<file path="config.mk">
export PLATFORM = sky130hd
export DESIGN_NAME = ect_timers
export DESIGN_NICKNAME = d
export VERILOG_FILES = /design/src/design/ect_pkg.sv /design/src/design/ect_edge_if.sv /design/src/design/ect_pin_sync.sv /design/src/design/ect_timers.sv
export SDC_FILE = /design/constraint.sdc
export NUM_CORES = 1
export LEC_CHECK = 0
export CAP_MARGIN = 20
export CORE_MARGIN = 2
export CORE_UTILIZATION = 46
export DETAILED_ROUTE_END_ITERATION = 16
export DONT_BUFFER_PORTS = 1
export SLEW_MARGIN = 25
export SYNTH_ARGS = -nofsm -noshare
export SYNTH_HDL_FRONTEND = slang
export SYNTH_SLANG_ARGS = --single-unit
</file>
<file path="constraint.sdc">
create_clock -name clk_i -period 3.4 [get_ports clk_i]
set_input_delay 0.68 -clock clk_i [delete_from_list [all_inputs] [get_ports clk_i]]
set_output_delay 0.68 -clock clk_i [all_outputs]
set_load 0.05 [all_outputs]
</file>
<file path="src/design/ect_pkg.sv">
// constants shared by the event counter timers
// assumes a 40 MHz system clock and a 32-bit classic wishbone register bus
package ect_pkg;
  localparam int unsigned CNT_W = 16;

  // register byte addresses
  localparam logic [7:0] ADR_QUAD_CNT   = 8'h00;
  localparam logic [7:0] ADR_QUAD_CTRL  = 8'h04;
  localparam logic [7:0] ADR_DOWN_CNT   = 8'h08;
  localparam logic [7:0] ADR_DOWN_CTRL  = 8'h0c;
  localparam logic [7:0] ADR_QUAD_RELD  = 8'h10;
  localparam logic [7:0] ADR_DOWN_RELD  = 8'h14;
  localparam int unsigned ADR_W = 8;

  // quadrature control fields
  localparam int unsigned QC_START_BIT = 0;
  localparam int unsigned QC_X4_BIT    = 1;
  localparam int unsigned QC_FREE_BIT  = 2;
  localparam int unsigned QC_W         = 3;

  // down counter control fields
  localparam int unsigned DC_START_BIT = 0;
  localparam int unsigned DC_EDGE_LSB  = 1;
  localparam int unsigned DC_W         = 3;

  localparam logic [CNT_W-1:0] CNT_MAX   = 16'hffff;
  localparam logic [CNT_W-1:0] CNT_ZERO  = 16'h0000;
  localparam logic [CNT_W-1:0] CNT_ONE   = 16'h0001;
  localparam logic [CNT_W-1:0] RST_CNT   = 16'h0000;
  localparam logic [QC_W-1:0]  RST_QCTRL = 3'h0;
  localparam logic [DC_W-1:0]  RST_DCTRL = 3'h0;

  typedef enum logic [1:0]
  {
    ECT_EDGE_FALL = 2'b00,
    ECT_EDGE_RISE = 2'b01,
    ECT_EDGE_BOTH = 2'b10,
    ECT_EDGE_NONE = 2'b11
  } ect_edge_t;
endpackage

</file>
<file path="src/design/ect_edge_if.sv">
// edge and level information passed from the pin synchroniser to the counters
// assumes both ends run on the same system clock
`timescale 1ns/100ps
interface ect_edge_if;
  logic a_lvl;
  logic b_lvl;
  logic a_rise;
  logic a_fall;
  logic b_rise;
  logic b_fall;
  logic d_rise;
  logic d_fall;

  modport src (output a_lvl, b_lvl, a_rise, a_fall, b_rise, b_fall, d_rise, d_fall);
  modport snk (input  a_lvl, b_lvl, a_rise, a_fall, b_rise, b_fall, d_rise, d_fall);
endinterface

</file>
<file path="src/design/ect_pin_sync.sv">
// pin synchroniser and edge detector for the three counter input pins
// assumes pins are asynchronous to clk_i; edges appear two cycles after the pin moves
`timescale 1ns/100ps
module ect_pin_sync
(
  input  wire logic clk_i,
  input  wire logic rst_i,
  input  wire logic quad_primary_input_i,
  input  wire logic quad_secondary_input_i,
  input  wire logic down_event_input_i,
  ect_edge_if.src   edg
);
  logic [2:0] meta;
  logic [2:0] sync;
  logic [2:0] prev;

  // first stage feeds only the second stage
  always_ff @(posedge clk_i)
  begin
    if (rst_i)
    begin
      meta <= 3'h0;
      sync <= 3'h0;
      prev <= 3'h0;
    end
    else
    begin
      meta <= {down_event_input_i, quad_secondary_input_i, quad_primary_input_i};
      sync <= meta;
      prev <= sync;
    end
  end

  assign edg.a_lvl  = sync[0];
  assign edg.b_lvl  = sync[1];
  assign edg.a_rise = sync[0] & ~prev[0];
  assign edg.a_fall = ~sync[0] & prev[0];
  assign edg.b_rise = sync[1] & ~prev[1];
  assign edg.b_fall = ~sync[1] & prev[1];
  assign edg.d_rise = sync[2] & ~prev[2];
  assign edg.d_fall = ~sync[2] & prev[2];
endmodule

</file>
<file path="src/design/ect_timers.sv">
// event counter timers: quadrature up/down counter and down-only event counter
// assumes a classic wishbone master on clk_i and asynchronous pulse pins
//
// Summary of operation
// RULE_01: reading the quadrature count register returns the live count.
// RULE_02: write while quadrature stopped loads reload register and counter.
// RULE_03: write while quadrature runs loads reload only; counter takes it at reload.
// RULE_04: normal mode: secondary high, primary rise counts up, primary fall down.
// RULE_05: x4 mode: primary rising while secondary high, all edges count up.
// RULE_06: x4 mode: primary falling while secondary high, all edges count down.
// RULE_07: down counter counts event pin edges: rising, falling or both.
// RULE_08: down counter only decrements; on underflow reloads and keeps counting.
// RULE_09: setting n gives one underflow per n+1 counted events.
// RULE_10: down counter runs while its start flag is 1, halts at 0.
// RULE_11: down counter pulses its interrupt request on underflow.
// RULE_12: reading the down count register returns the live count.
// RULE_13: write while down counter stopped loads reload register and counter.
// RULE_14: write while down counter runs loads reload only, used at underflow.
// RULE_15: quadrature overflow or underflow reloads the reload value.
// RULE_16: quadrature counter pulses its interrupt request on overflow or underflow.
// RULE_17: count type select picks reload type or free-running wrap.
// RULE_18: counters and reloads are 16 bits, pin edges found on the system clock.
// RULE_19: software sets the mode before setting the start flag.
`timescale 1ns/100ps
module ect_timers
(
  input  wire logic        clk_i,
  input  wire logic        rst_i,
  input  wire logic        cyc_i,
  input  wire logic        stb_i,
  input  wire logic        we_i,
  input  wire logic [7:0]  adr_i,
  input  wire logic [3:0]  sel_i,
  input  wire logic [31:0] dat_i,
  output logic      [31:0] dat_o,
  output logic             ack_o,
  input  wire logic        quad_primary_input_i,
  input  wire logic        quad_secondary_input_i,
  input  wire logic        down_event_input_i,
  output logic             quad_irq_o,
  output logic             down_irq_o
);
  localparam int unsigned W = ect_pkg::CNT_W;

  ect_edge_if edg ();

  ect_pin_sync u_sync
  (
    .clk_i                  (clk_i),
    .rst_i                  (rst_i),
    .quad_primary_input_i   (quad_primary_input_i),
    .quad_secondary_input_i (quad_secondary_input_i),
    .down_event_input_i     (down_event_input_i),
    .edg                    (edg.src)
  ); // RULE_18

  logic [W-1:0]              quad_cnt;
  logic [W-1:0]              quad_reld;
  logic [W-1:0]              down_cnt;
  logic [W-1:0]              down_reld;
  logic [ect_pkg::QC_W-1:0]  quad_ctrl;
  logic [ect_pkg::DC_W-1:0]  down_ctrl;
  logic                      wr_req;
  logic                      quad_cnt_wr;
  logic                      down_cnt_wr;
  logic [W-1:0]              wr_val;
  logic                      quad_run;
  logic                      quad_x4;
  logic                      count_type_select;
  logic                      down_run;
  ect_pkg::ect_edge_t        down_edge;
  logic                      q_up;
  logic                      q_dn;
  logic                      q_ovf;
  logic                      q_unf;
  logic                      d_evt;
  logic                      d_unf;
  logic [31:0]               next_dat;

  assign quad_run          = quad_ctrl[ect_pkg::QC_START_BIT];
  assign quad_x4           = quad_ctrl[ect_pkg::QC_X4_BIT];
  assign count_type_select = quad_ctrl[ect_pkg::QC_FREE_BIT];
  assign down_run          = down_ctrl[ect_pkg::DC_START_BIT];
  assign down_edge         = ect_pkg::ect_edge_t'(down_ctrl[ect_pkg::DC_EDGE_LSB +: 2]);

  // bus: one wait state, ack drops in the cycle after it is given
  assign wr_req      = cyc_i & stb_i & we_i & ~ack_o;
  assign wr_val      = {(sel_i[1] ? dat_i[15:8] : 8'h00), (sel_i[0] ? dat_i[7:0] : 8'h00)};
  assign quad_cnt_wr = wr_req & (adr_i == ect_pkg::ADR_QUAD_CNT) & (|sel_i[1:0]);
  assign down_cnt_wr = wr_req & (adr_i == ect_pkg::ADR_DOWN_CNT) & (|sel_i[1:0]);

  always_ff @(posedge clk_i)
  begin
    if (rst_i)
      ack_o <= 1'b0;
    else
      ack_o <= cyc_i & stb_i & ~ack_o;
  end

  // unmapped addresses ack with zero data and ignore writes
  always_comb
  begin
    next_dat = 32'h0000_0000;
    unique case (adr_i)
      ect_pkg::ADR_QUAD_CNT:  next_dat[W-1:0] = quad_cnt; // RULE_01
      ect_pkg::ADR_QUAD_CTRL: next_dat[ect_pkg::QC_W-1:0] = quad_ctrl;
      ect_pkg::ADR_DOWN_CNT:  next_dat[W-1:0] = down_cnt; // RULE_12
      ect_pkg::ADR_DOWN_CTRL: next_dat[ect_pkg::DC_W-1:0] = down_ctrl;
      ect_pkg::ADR_QUAD_RELD: next_dat[W-1:0] = quad_reld;
      ect_pkg::ADR_DOWN_RELD: next_dat[W-1:0] = down_reld;
      default:                next_dat = 32'h0000_0000;
    endcase
  end

  always_ff @(posedge clk_i)
  begin
    if (rst_i)
      dat_o <= 32'h0000_0000;
    else if (cyc_i & stb_i & ~we_i & ~ack_o)
      dat_o <= next_dat;
  end

  // mode bits are plain software state; setting them before start is up to software
  always_ff @(posedge clk_i)
  begin
    if (rst_i)
      quad_ctrl <= ect_pkg::RST_QCTRL;
    else if (wr_req & (adr_i == ect_pkg::ADR_QUAD_CTRL) & sel_i[0])
      quad_ctrl <= dat_i[ect_pkg::QC_W-1:0]; // RULE_19
  end

  always_ff @(posedge clk_i)
  begin
    if (rst_i)
      down_ctrl <= ect_pkg::RST_DCTRL;
    else if (wr_req & (adr_i == ect_pkg::ADR_DOWN_CTRL) & sel_i[0])
      down_ctrl <= dat_i[ect_pkg::DC_W-1:0];
  end

  // quadrature decode; in x4 mode a simultaneous up and down cancel
  always_comb
  begin
    if (quad_x4)
    begin
      q_up = (edg.a_rise & edg.b_lvl) | (edg.a_fall & ~edg.b_lvl)
           | (edg.b_rise & ~edg.a_lvl) | (edg.b_fall & edg.a_lvl); // RULE_05
      q_dn = (edg.a_fall & edg.b_lvl) | (edg.a_rise & ~edg.b_lvl)
           | (edg.b_rise & edg.a_lvl) | (edg.b_fall & ~edg.a_lvl); // RULE_06
    end
    else
    begin
      q_up = edg.a_rise & edg.b_lvl; // RULE_04
      q_dn = edg.a_fall & edg.b_lvl; // RULE_04
    end
  end

  assign q_ovf = quad_run & q_up & ~q_dn & (quad_cnt == ect_pkg::CNT_MAX);
  assign q_unf = quad_run & q_dn & ~q_up & (quad_cnt == ect_pkg::CNT_ZERO);

  always_ff @(posedge clk_i)
  begin
    if (rst_i)
      quad_reld <= ect_pkg::RST_CNT;
    else if (quad_cnt_wr)
      quad_reld <= wr_val; // RULE_02 RULE_03
  end

  always_ff @(posedge clk_i)
  begin
    if (rst_i)
      quad_cnt <= ect_pkg::RST_CNT;
    else if (quad_cnt_wr & ~quad_run)
      quad_cnt <= wr_val; // RULE_02
    else if ((q_ovf | q_unf) & ~count_type_select)
      quad_cnt <= quad_reld; // RULE_15 RULE_17 RULE_03
    else if (quad_run & q_up & ~q_dn)
      quad_cnt <= quad_cnt + ect_pkg::CNT_ONE; // RULE_17
    else if (quad_run & q_dn & ~q_up)
      quad_cnt <= quad_cnt - ect_pkg::CNT_ONE;
  end

  always_ff @(posedge clk_i)
  begin
    if (rst_i)
      quad_irq_o <= 1'b0;
    else
      quad_irq_o <= q_ovf | q_unf; // RULE_16
  end

  // down-only event counter
  always_comb
  begin
    unique case (down_edge)
      ect_pkg::ECT_EDGE_FALL: d_evt = edg.d_fall; // RULE_07
      ect_pkg::ECT_EDGE_RISE: d_evt = edg.d_rise;
      ect_pkg::ECT_EDGE_BOTH: d_evt = edg.d_rise | edg.d_fall;
      default:                d_evt = 1'b0;
    endcase
  end

  assign d_unf = down_run & d_evt & (down_cnt == ect_pkg::CNT_ZERO); // RULE_09

  always_ff @(posedge clk_i)
  begin
    if (rst_i)
      down_reld <= ect_pkg::RST_CNT;
    else if (down_cnt_wr)
      down_reld <= wr_val; // RULE_13 RULE_14
  end

  always_ff @(posedge clk_i)
  begin
    if (rst_i)
      down_cnt <= ect_pkg::RST_CNT;
    else if (down_cnt_wr & ~down_run)
      down_cnt <= wr_val; // RULE_13
    else if (d_unf)
      down_cnt <= down_reld; // RULE_08 RULE_14
    else if (down_run & d_evt)
      down_cnt <= down_cnt - ect_pkg::CNT_ONE; // RULE_08 RULE_10
  end

  always_ff @(posedge clk_i)
  begin
    if (rst_i)
      down_irq_o <= 1'b0;
    else
      down_irq_o <= d_unf; // RULE_11
  end

  a_quad_read_count: assert property (@(posedge clk_i) disable iff (rst_i) // RULE_01
    (cyc_i & stb_i & ~we_i & ~ack_o & adr_i == ect_pkg::ADR_QUAD_CNT)
    |=> (dat_o[W-1:0] == $past(quad_cnt)))
    else $error("quad count read mismatch");
  a_read_high_zero: assert property (@(posedge clk_i) disable iff (rst_i) // RULE_18
    (cyc_i & stb_i & ~we_i & ~ack_o & (adr_i == ect_pkg::ADR_QUAD_CNT | adr_i == ect_pkg::ADR_DOWN_CNT))
    |=> ((dat_o >> W) == 32'h0000_0000))
    else $error("count read shows bits above the counter width");
  a_quad_stop_load: assert property (@(posedge clk_i) disable iff (rst_i) // RULE_02
    (quad_cnt_wr & ~quad_run)
    |=> (quad_cnt == $past(wr_val)) && (quad_reld == $past(wr_val)))
    else $error("stopped quad write must load both");
  a_quad_run_write: assert property (@(posedge clk_i) disable iff (rst_i) // RULE_03
    (quad_cnt_wr & quad_run & ~q_up & ~q_dn)
    |=> (quad_cnt == $past(quad_cnt)) && (quad_reld == $past(wr_val)))
    else $error("running quad write must load reload only");
  a_quad_halted: assert property (@(posedge clk_i) disable iff (rst_i) // RULE_16
    (~quad_run & ~quad_cnt_wr)
    |=> (quad_cnt == $past(quad_cnt)) && ~quad_irq_o)
    else $error("stopped quad counter moved");
  a_quad_norm_up: assert property (@(posedge clk_i) disable iff (rst_i) // RULE_04
    (quad_run & ~quad_x4 & edg.a_rise & edg.b_lvl & ~quad_cnt_wr & quad_cnt != ect_pkg::CNT_MAX)
    |=> (quad_cnt == $past(quad_cnt) + ect_pkg::CNT_ONE))
    else $error("normal mode up count missed");
  a_quad_norm_down: assert property (@(posedge clk_i) disable iff (rst_i) // RULE_04
    (quad_run & ~quad_x4 & edg.a_fall & edg.b_lvl & ~quad_cnt_wr & quad_cnt != ect_pkg::CNT_ZERO)
    |=> (quad_cnt == $past(quad_cnt) - ect_pkg::CNT_ONE))
    else $error("normal mode down count missed");
  a_quad_norm_idle: assert property (@(posedge clk_i) disable iff (rst_i) // RULE_04
    (quad_run & ~quad_x4 & ~edg.b_lvl & ~quad_cnt_wr)
    |=> (quad_cnt == $past(quad_cnt)) && ~quad_irq_o)
    else $error("normal mode counted with secondary low");
  a_quad_x4_up: assert property (@(posedge clk_i) disable iff (rst_i) // RULE_05
    (quad_run & quad_x4 & edg.a_rise & edg.b_lvl & ~edg.b_rise & ~edg.b_fall & ~quad_cnt_wr
     & quad_cnt != ect_pkg::CNT_MAX)
    |=> (quad_cnt == $past(quad_cnt) + ect_pkg::CNT_ONE))
    else $error("x4 mode up count missed");
  a_quad_x4_down: assert property (@(posedge clk_i) disable iff (rst_i) // RULE_06
    (quad_run & quad_x4 & edg.a_fall & edg.b_lvl & ~edg.b_rise & ~edg.b_fall & ~quad_cnt_wr
     & quad_cnt != ect_pkg::CNT_ZERO)
    |=> (quad_cnt == $past(quad_cnt) - ect_pkg::CNT_ONE))
    else $error("x4 mode down count missed");
  a_quad_ovf_reload: assert property (@(posedge clk_i) disable iff (rst_i) // RULE_15
    (q_ovf & ~count_type_select & ~quad_cnt_wr)
    |=> (quad_cnt == $past(quad_reld)) && quad_irq_o)
    else $error("overflow must reload and request");
  a_quad_unf_reload: assert property (@(posedge clk_i) disable iff (rst_i) // RULE_15
    (q_unf & ~count_type_select & ~quad_cnt_wr)
    |=> (quad_cnt == $past(quad_reld)) && quad_irq_o)
    else $error("underflow must reload and request");
  a_quad_free_wrap: assert property (@(posedge clk_i) disable iff (rst_i) // RULE_17
    (q_unf & count_type_select)
    |=> (quad_cnt == ect_pkg::CNT_MAX) && quad_irq_o)
    else $error("free run underflow must wrap");
  a_quad_free_ovf: assert property (@(posedge clk_i) disable iff (rst_i) // RULE_17
    (q_ovf & count_type_select)
    |=> (quad_cnt == ect_pkg::CNT_ZERO) && quad_irq_o)
    else $error("free run overflow must wrap");
  a_down_underflow: assert property (@(posedge clk_i) disable iff (rst_i) // RULE_11
    (d_unf & ~down_cnt_wr)
    |=> (down_cnt == $past(down_reld)) && down_irq_o)
    else $error("underflow must reload and request");
  a_down_no_early: assert property (@(posedge clk_i) disable iff (rst_i) // RULE_09
    (down_run & d_evt & down_cnt != ect_pkg::CNT_ZERO)
    |=> ~down_irq_o)
    else $error("down request before the last counted event");
  a_down_halted: assert property (@(posedge clk_i) disable iff (rst_i) // RULE_10
    (~down_run & ~down_cnt_wr)
    |=> (down_cnt == $past(down_cnt)) && ~down_irq_o)
    else $error("stopped down counter moved");
  a_down_stop_load: assert property (@(posedge clk_i) disable iff (rst_i) // RULE_13
    (down_cnt_wr & ~down_run)
    |=> (down_cnt == $past(wr_val)) && (down_reld == $past(wr_val)))
    else $error("stopped down write must load both");
  a_down_run_write: assert property (@(posedge clk_i) disable iff (rst_i) // RULE_14
    (down_cnt_wr & down_run & ~d_evt)
    |=> (down_cnt == $past(down_cnt)) && (down_reld == $past(wr_val)))
    else $error("running down write must load reload only");
  a_down_read_count: assert property (@(posedge clk_i) disable iff (rst_i) // RULE_12
    (cyc_i & stb_i & ~we_i & ~ack_o & adr_i == ect_pkg::ADR_DOWN_CNT)
    |=> (dat_o[W-1:0] == $past(down_cnt)))
    else $error("down count read mismatch");
  a_down_edge_sel: assert property (@(posedge clk_i) disable iff (rst_i) // RULE_07
    (down_run & ~down_cnt_wr & down_edge == ect_pkg::ECT_EDGE_RISE & edg.d_fall)
    |=> (down_cnt == $past(down_cnt)))
    else $error("falling edge counted in rising edge mode");
  a_down_only_dec: assert property (@(posedge clk_i) disable iff (rst_i) // RULE_08
    (down_run & d_evt & ~d_unf & ~down_cnt_wr)
    |=> (down_cnt == $past(down_cnt) - ect_pkg::CNT_ONE))
    else $error("down counter must decrement by one");
endmodule

</file>
# Word level (Yosys, flattened, before mapping)
# Cells that the tools add are included.
# totals
ff_bits	98
output_inout_bits	35
input_bits	52
elab_cells	105
# op_classes
n_bitwise	60
n_addsub	3
n_reduce_logical	7
n_eq_ne	8
muxes	14
# ops
cell	n
$mux W16	7
$pmux W13 S4	1
$and A1 B1 Y1	39
$logic_not A16 Y1	2
$sub A16 B1 Y16 const B	2
$pmux W3 S6	1
$add A16 B1 Y16 const B	1
$eq A16 B16 Y1 const B	1
$eq A8 B4 Y1 const B	2
$eq A8 B5 Y1 const B	2
$mux W8	2
$not A1 Y1	13
$eq A8 B3 Y1 const B	1
$logic_not A8 Y1	1
$or A1 B1 Y1	8
$reduce_bool A4 Y1	1
$pmux W1 S3	1
$reduce_bool A3 Y1	1
$eq A2 B1 Y1 const B	1
$eq A2 B2 Y1 const B	1
$logic_not A2 Y1	1
$mux W1	2
$reduce_or A2 Y1	1

# Depth between registers and ports, before layout
# depth
ltp_word	14
ltp_mapped	14
mapped_depth_nobuf	13

# Modules after synthesis
# From an unflattened synthesis, not the netlist that was laid out.
# unflattened
hier_cells	742
hier_area_um2	5796.8
# by_module_without_submodules
mod	cells_per_inst	area_each_um2	seq_area_each_um2	n_inst
ect_timers	718	5522.8	1781.7	1
ect_pin_sync	24	274.0	180.2	1

# Worst setup path after synthesis
# No wires, ideal clock.
# synth_path
path_kind	register -> register
from	register quad_ctrl[1] (netlist bit)
to	register quad_cnt[13]
required_time_ns	3.264
n_path_buf	0
setup_ns	0.136
synth_period_minus_slack_ns	3.366
path_slack_ns	0.034
t_arrival_ns	3.230
path_stages_with_launch	13
path_cell_list	dfxtp_1 > nor2b_1 > o22a_1 > nand3_1 > ha_1 > a211oi_1 > nor2_1 > o31a_1 > and4_1 > o41ai_4 > nor3_1 > nor4_1 > o32ai_1
# synth_between
elab_chain_cells	8
elab_cells_between_ends	16
cone_classes	mux: 5; bitwise: 10; reduce/logical: 1
# synth_lines
item	line	source
from (decl)	ect_timers.sv:61	logic [ect_pkg::QC_W-1:0] quad_ctrl;
from (signal assigned)	ect_timers.sv:127	quad_ctrl <= ect_pkg::RST_QCTRL;
from (signal assigned)	ect_timers.sv:129	quad_ctrl <= dat_i[ect_pkg::QC_W-1:0];
$mux W1	ect_timers.sv:143	if (quad_x4)
$and A1 B1 Y1, or another cell as far along	ect_timers.sv:157, ect_timers.sv:176	
$and A1 B1 Y1 (on tied branches)	n/a	
$and A1 B1 Y1 (on tied branches)	ect_timers.sv:157, ect_timers.sv:158	
$or A1 B1 Y1	ect_timers.sv:174	else if ((q_ovf | q_unf) & ~count_type_select)
$and A1 B1 Y1	ect_timers.sv:174	
$mux W16	ect_timers.sv:174	
$mux W16	ect_timers.sv:172	else if (quad_cnt_wr & ~quad_run)
to (signal assigned)	ect_timers.sv:171	quad_cnt <= ect_pkg::RST_CNT;
to (signal assigned)	ect_timers.sv:173	quad_cnt <= wr_val;
to (signal assigned)	ect_timers.sv:175	quad_cnt <= quad_reld;
to (decl)	ect_timers.sv:57	logic [W-1:0] quad_cnt;
# Several ways; a longest one is shown, not always the timed one.
# A chain may end at the register's enable or synchronous reset.

# Worst setup path after layout
# layout_path
from	register u_sync.prev[1]
to	register quad_cnt[15]
# layout_between
elab_chain_cells	13
elab_cells_between_ends	27
cone_classes	mux: 5; bitwise: 21; reduce/logical: 1
# layout_lines
item	line	source
from (decl)	ect_pin_sync.sv:15	logic [2:0] prev;
from (signal assigned)	ect_pin_sync.sv:30	prev <= sync;
$not A1 Y1	ect_pin_sync.sv:38	assign edg.b_rise = sync[1] & ~prev[1];
$and A1 B1 Y1	ect_pin_sync.sv:38	
$and A1 B1 Y1 (on tied branches)	ect_timers.sv:146, ect_timers.sv:148	
$or A1 B1 Y1 (on tied branches) (2 in series)	ect_timers.sv:146, ect_timers.sv:148	
$mux W1	ect_timers.sv:143	
$and A1 B1 Y1, or another cell as far along	ect_timers.sv:157, ect_timers.sv:176	
$and A1 B1 Y1 (on tied branches)	n/a	
$and A1 B1 Y1 (on tied branches)	ect_timers.sv:157, ect_timers.sv:158	
$or A1 B1 Y1	ect_timers.sv:174	
$and A1 B1 Y1	ect_timers.sv:174	
$mux W16	ect_timers.sv:174	
$mux W16	ect_timers.sv:172	
# Several ways; a longest one is shown, not always the timed one.

==> metrics <==
status=complete, no violations; CTS max path bufs=2; Post-route DRC=0; post-DP HPWL=12100 um; Inserted Clock Buffers=9; Final period util=91.8%; top area cells in the synthesized netlist=dfxtp_1 33%, nor2_1 9.0%, a21oi_1 7.3%; worst path required time=roughly 3.6 ns; drt wl/cell=between 15 and 20 um; R2R Path End=quad_cnt[15]; Final Cell Area=between 6000 and 7000 sq um; crit start category=register; register cell area after layout=~2000 sq um; total core area=12700 sq um; Fillers=1258; Initial Util=47.3%; top_reg_cell synth=dfxtp_1; synth warn=0; clk_skew=0.00557 ns; CP Class=reg2reg; crit path time final=roughly 3.1 ns; DR iter-0 viols=610; Worst VDD drop=0.239 mV; FP Rows=slightly above 40; Final Setup Violations=0; worst-margin pin slew=0.893 ns; remaining global-route overflow=0; DRT Pass-1 Iters=4; FF+latch count, synth=98; die height=118 um; MaxCap Viol Count=0; most frequent cells in the layout=144 x nor2_1, 94 x dfxtp_1, 88 x a21oi_1; Post-Route WL=16500 um; Critical Path End=quad_cnt[15]; minimum setup slack among reg-to-reg paths=0.28 ns; antenna violations before repair=0; vias per inst=5.92; FF-to-FF path depth=12; CP startpoint=u_sync.prev[1]; Final Hold Fails=0; Yosys top cell area share=between 30% and 40%; Mapped Cells=between 700 and 800; Worst R2R Start=u_sync.prev[1]; worst-path cell chain=nor2b_2 > o22a_1 > nand3_2 > ha_1 > a211oi_1 > nor2_1 > o31a_1 > and4_1 > o41ai_4 > buf_4 > o311ai_0 > a32o_1; fmax=0.320 GHz; area of the multi-input gates=3730 sq um; Slowest-stage cell, CP=o41ai_4; P&R area growth vs syn=6.84%; Synth Cell Area=~6000 sq um; Distinct cells, synth=72; vias=between 5000 and 6000; antenna diode count=0; Avg Synthesized Cell Area=7.79 sq um; Post-synth EDFFs=0; Power Density=353 nW/um^2; Critical Path End Type=register; number of global-route vias before repair=5003; Final Max Tran Viols=0; Overall Power=between 2 and 2.5 mW; Hold WC Path Type=in2reg; largest net degree at the start of global routing=97; Sink Count=98; Final #Nets=823; CTS tree=built; Root Buffer=clkbuf_16; Lkg Pwr=2.36 nW; cell total after placement=908; leading cell type in the layout, fill and taps excluded=nor2_1; fin util=about half; Final ANT Viol Nets=0; Total GRT Usage=23.5%; Slew HR=40.3%; Chip Width=118 um; IO Pins=87; first-pass GRT wire length=26600 um; crit-path max cell delay=0.38 ns; critical-path maximum fanout=6; Seq/Total Area, Yosys=32.7%; async set or reset register ratio after synthesis=0%; final cell count without fillers=928; IO buf count=0; H-tree levels=3; setup TNS=0 ns; layout cell share with drive strength beyond 1=between 10% and 20%; Worst-path clk slew=0.07 ns; die area=14000 sq um; Clock Latency Late Sink=~0.35 ns; final weighted congestion in routability-driven placement=0.849; Post-DP Area=6060 sq um; CP arrival=3.36 ns; Yosys top cell by area=dfxtp_1
[cell families after synthesis]
group	Yosys count	share of synthesized area, %
other cells	1	0.0625
mux	33	5.84
compound gates	220	23.8
simple gates	299	23.9
fa+ha+maj	20	4.30
buf+inv	78	6.38
xor+xnor	21	3.07
flops	98	32.7
[synth_stat cells (all sizes together) (13+ instances only)]
cell	number
nor2	144
dfxtp	98
a21oi	88
nand2	57
o21ai	38
clkbuf	33
buf	32
nor3	20
ha	19
mux2i	17
mux2	16
nand4	15
a211oi	13
inv	13
[sequential cells by signal, indices dropped and copies added (netlist names), 16 cells and up]
signal,flops
dat_o,16
down_cnt,16
down_reld,16
quad_cnt,16
quad_reld,16
[per-stage QoR]
| stage | setup WS [ns] | hold slack [ns] |
|---|---|---|
| 2_1_floorplan | 0.0340 | 0.414 |
| 4_1_cts | 0.0409 | 0.390 |
| 3_5_place_dp | 0.00785 | 0.422 |
| 5_1_grt | -0.0115 | 0.394 |
| 3_3_place_gp | 0.0836 | 0.420 |
| 6_report | 0.278 | 0.402 |
[repair_timing]
action / 4_1_cts / 5_1_grt
endpoints found under the setup margin: 1 / 7
gates resized for setup: 1 / 10
pin swaps: 0 / 3
hold buffers: 0 / 0
setup buffers: 0 / 4
[critical path, delay by kind of cell, from the launching register on]
kind | cells | cell delay [ns]
compound gates | 6 | 1.52
simple gates | 4 | 0.65
flops | 1 | 0.36
fa+ha+maj | 1 | 0.31
buf+inv | 1 | 0.18
[power breakdown]
group / internal, mW / leakage (nW) / switching [mW] / total (mW)
logic: 0.0204 / 1.43 / 0.0737 / 0.0941
registers: 1.15 / 0.793 / 0.0138 / 1.17
clock network: 0.565 / 0.142 / 0.432 / 0.997
[area by class of cell]
| type | instances | area share, % |
|---|---|---|
| tap | 172 | 3.36 |
| clock buffer | 10 | 3.57 |
| sequential | 98 | 30.7 |
| clock inverter | 6 | 0.898 |
| multi-input combinational | 609 | 58.3 |
| inverter | 13 | 0.761 |
| timing repair buffer | 20 | 2.40 |
[worst min-delay path by stage]
| stage | from | to | cells after the start |
|---|---|---|---|
| 3_5_place_dp | u_sync.meta[2] | u_sync.sync[2] | 1 |
| 2_1_floorplan | u_sync.meta[0] | u_sync.sync[0] | 1 |
| 5_1_grt | rst_i | down_cnt[13] | 1 |
| 3_3_place_gp | u_sync.meta[0] | u_sync.sync[0] | 1 |
| 6_report | rst_i | quad_reld[14] | 1 |
| 4_1_cts | rst_i | quad_reld[14] | 1 |
[per-layer routing]
metal	track usage [%]	vias up	share of wire (%)
met3	3.04	28	6.2
li1	-	2701	-
met5	0	-	0
met1	35.0	2557	49
met2	34.4	206	43
met4	8.81	0	2.2
(Power assumes the default switching activity.)
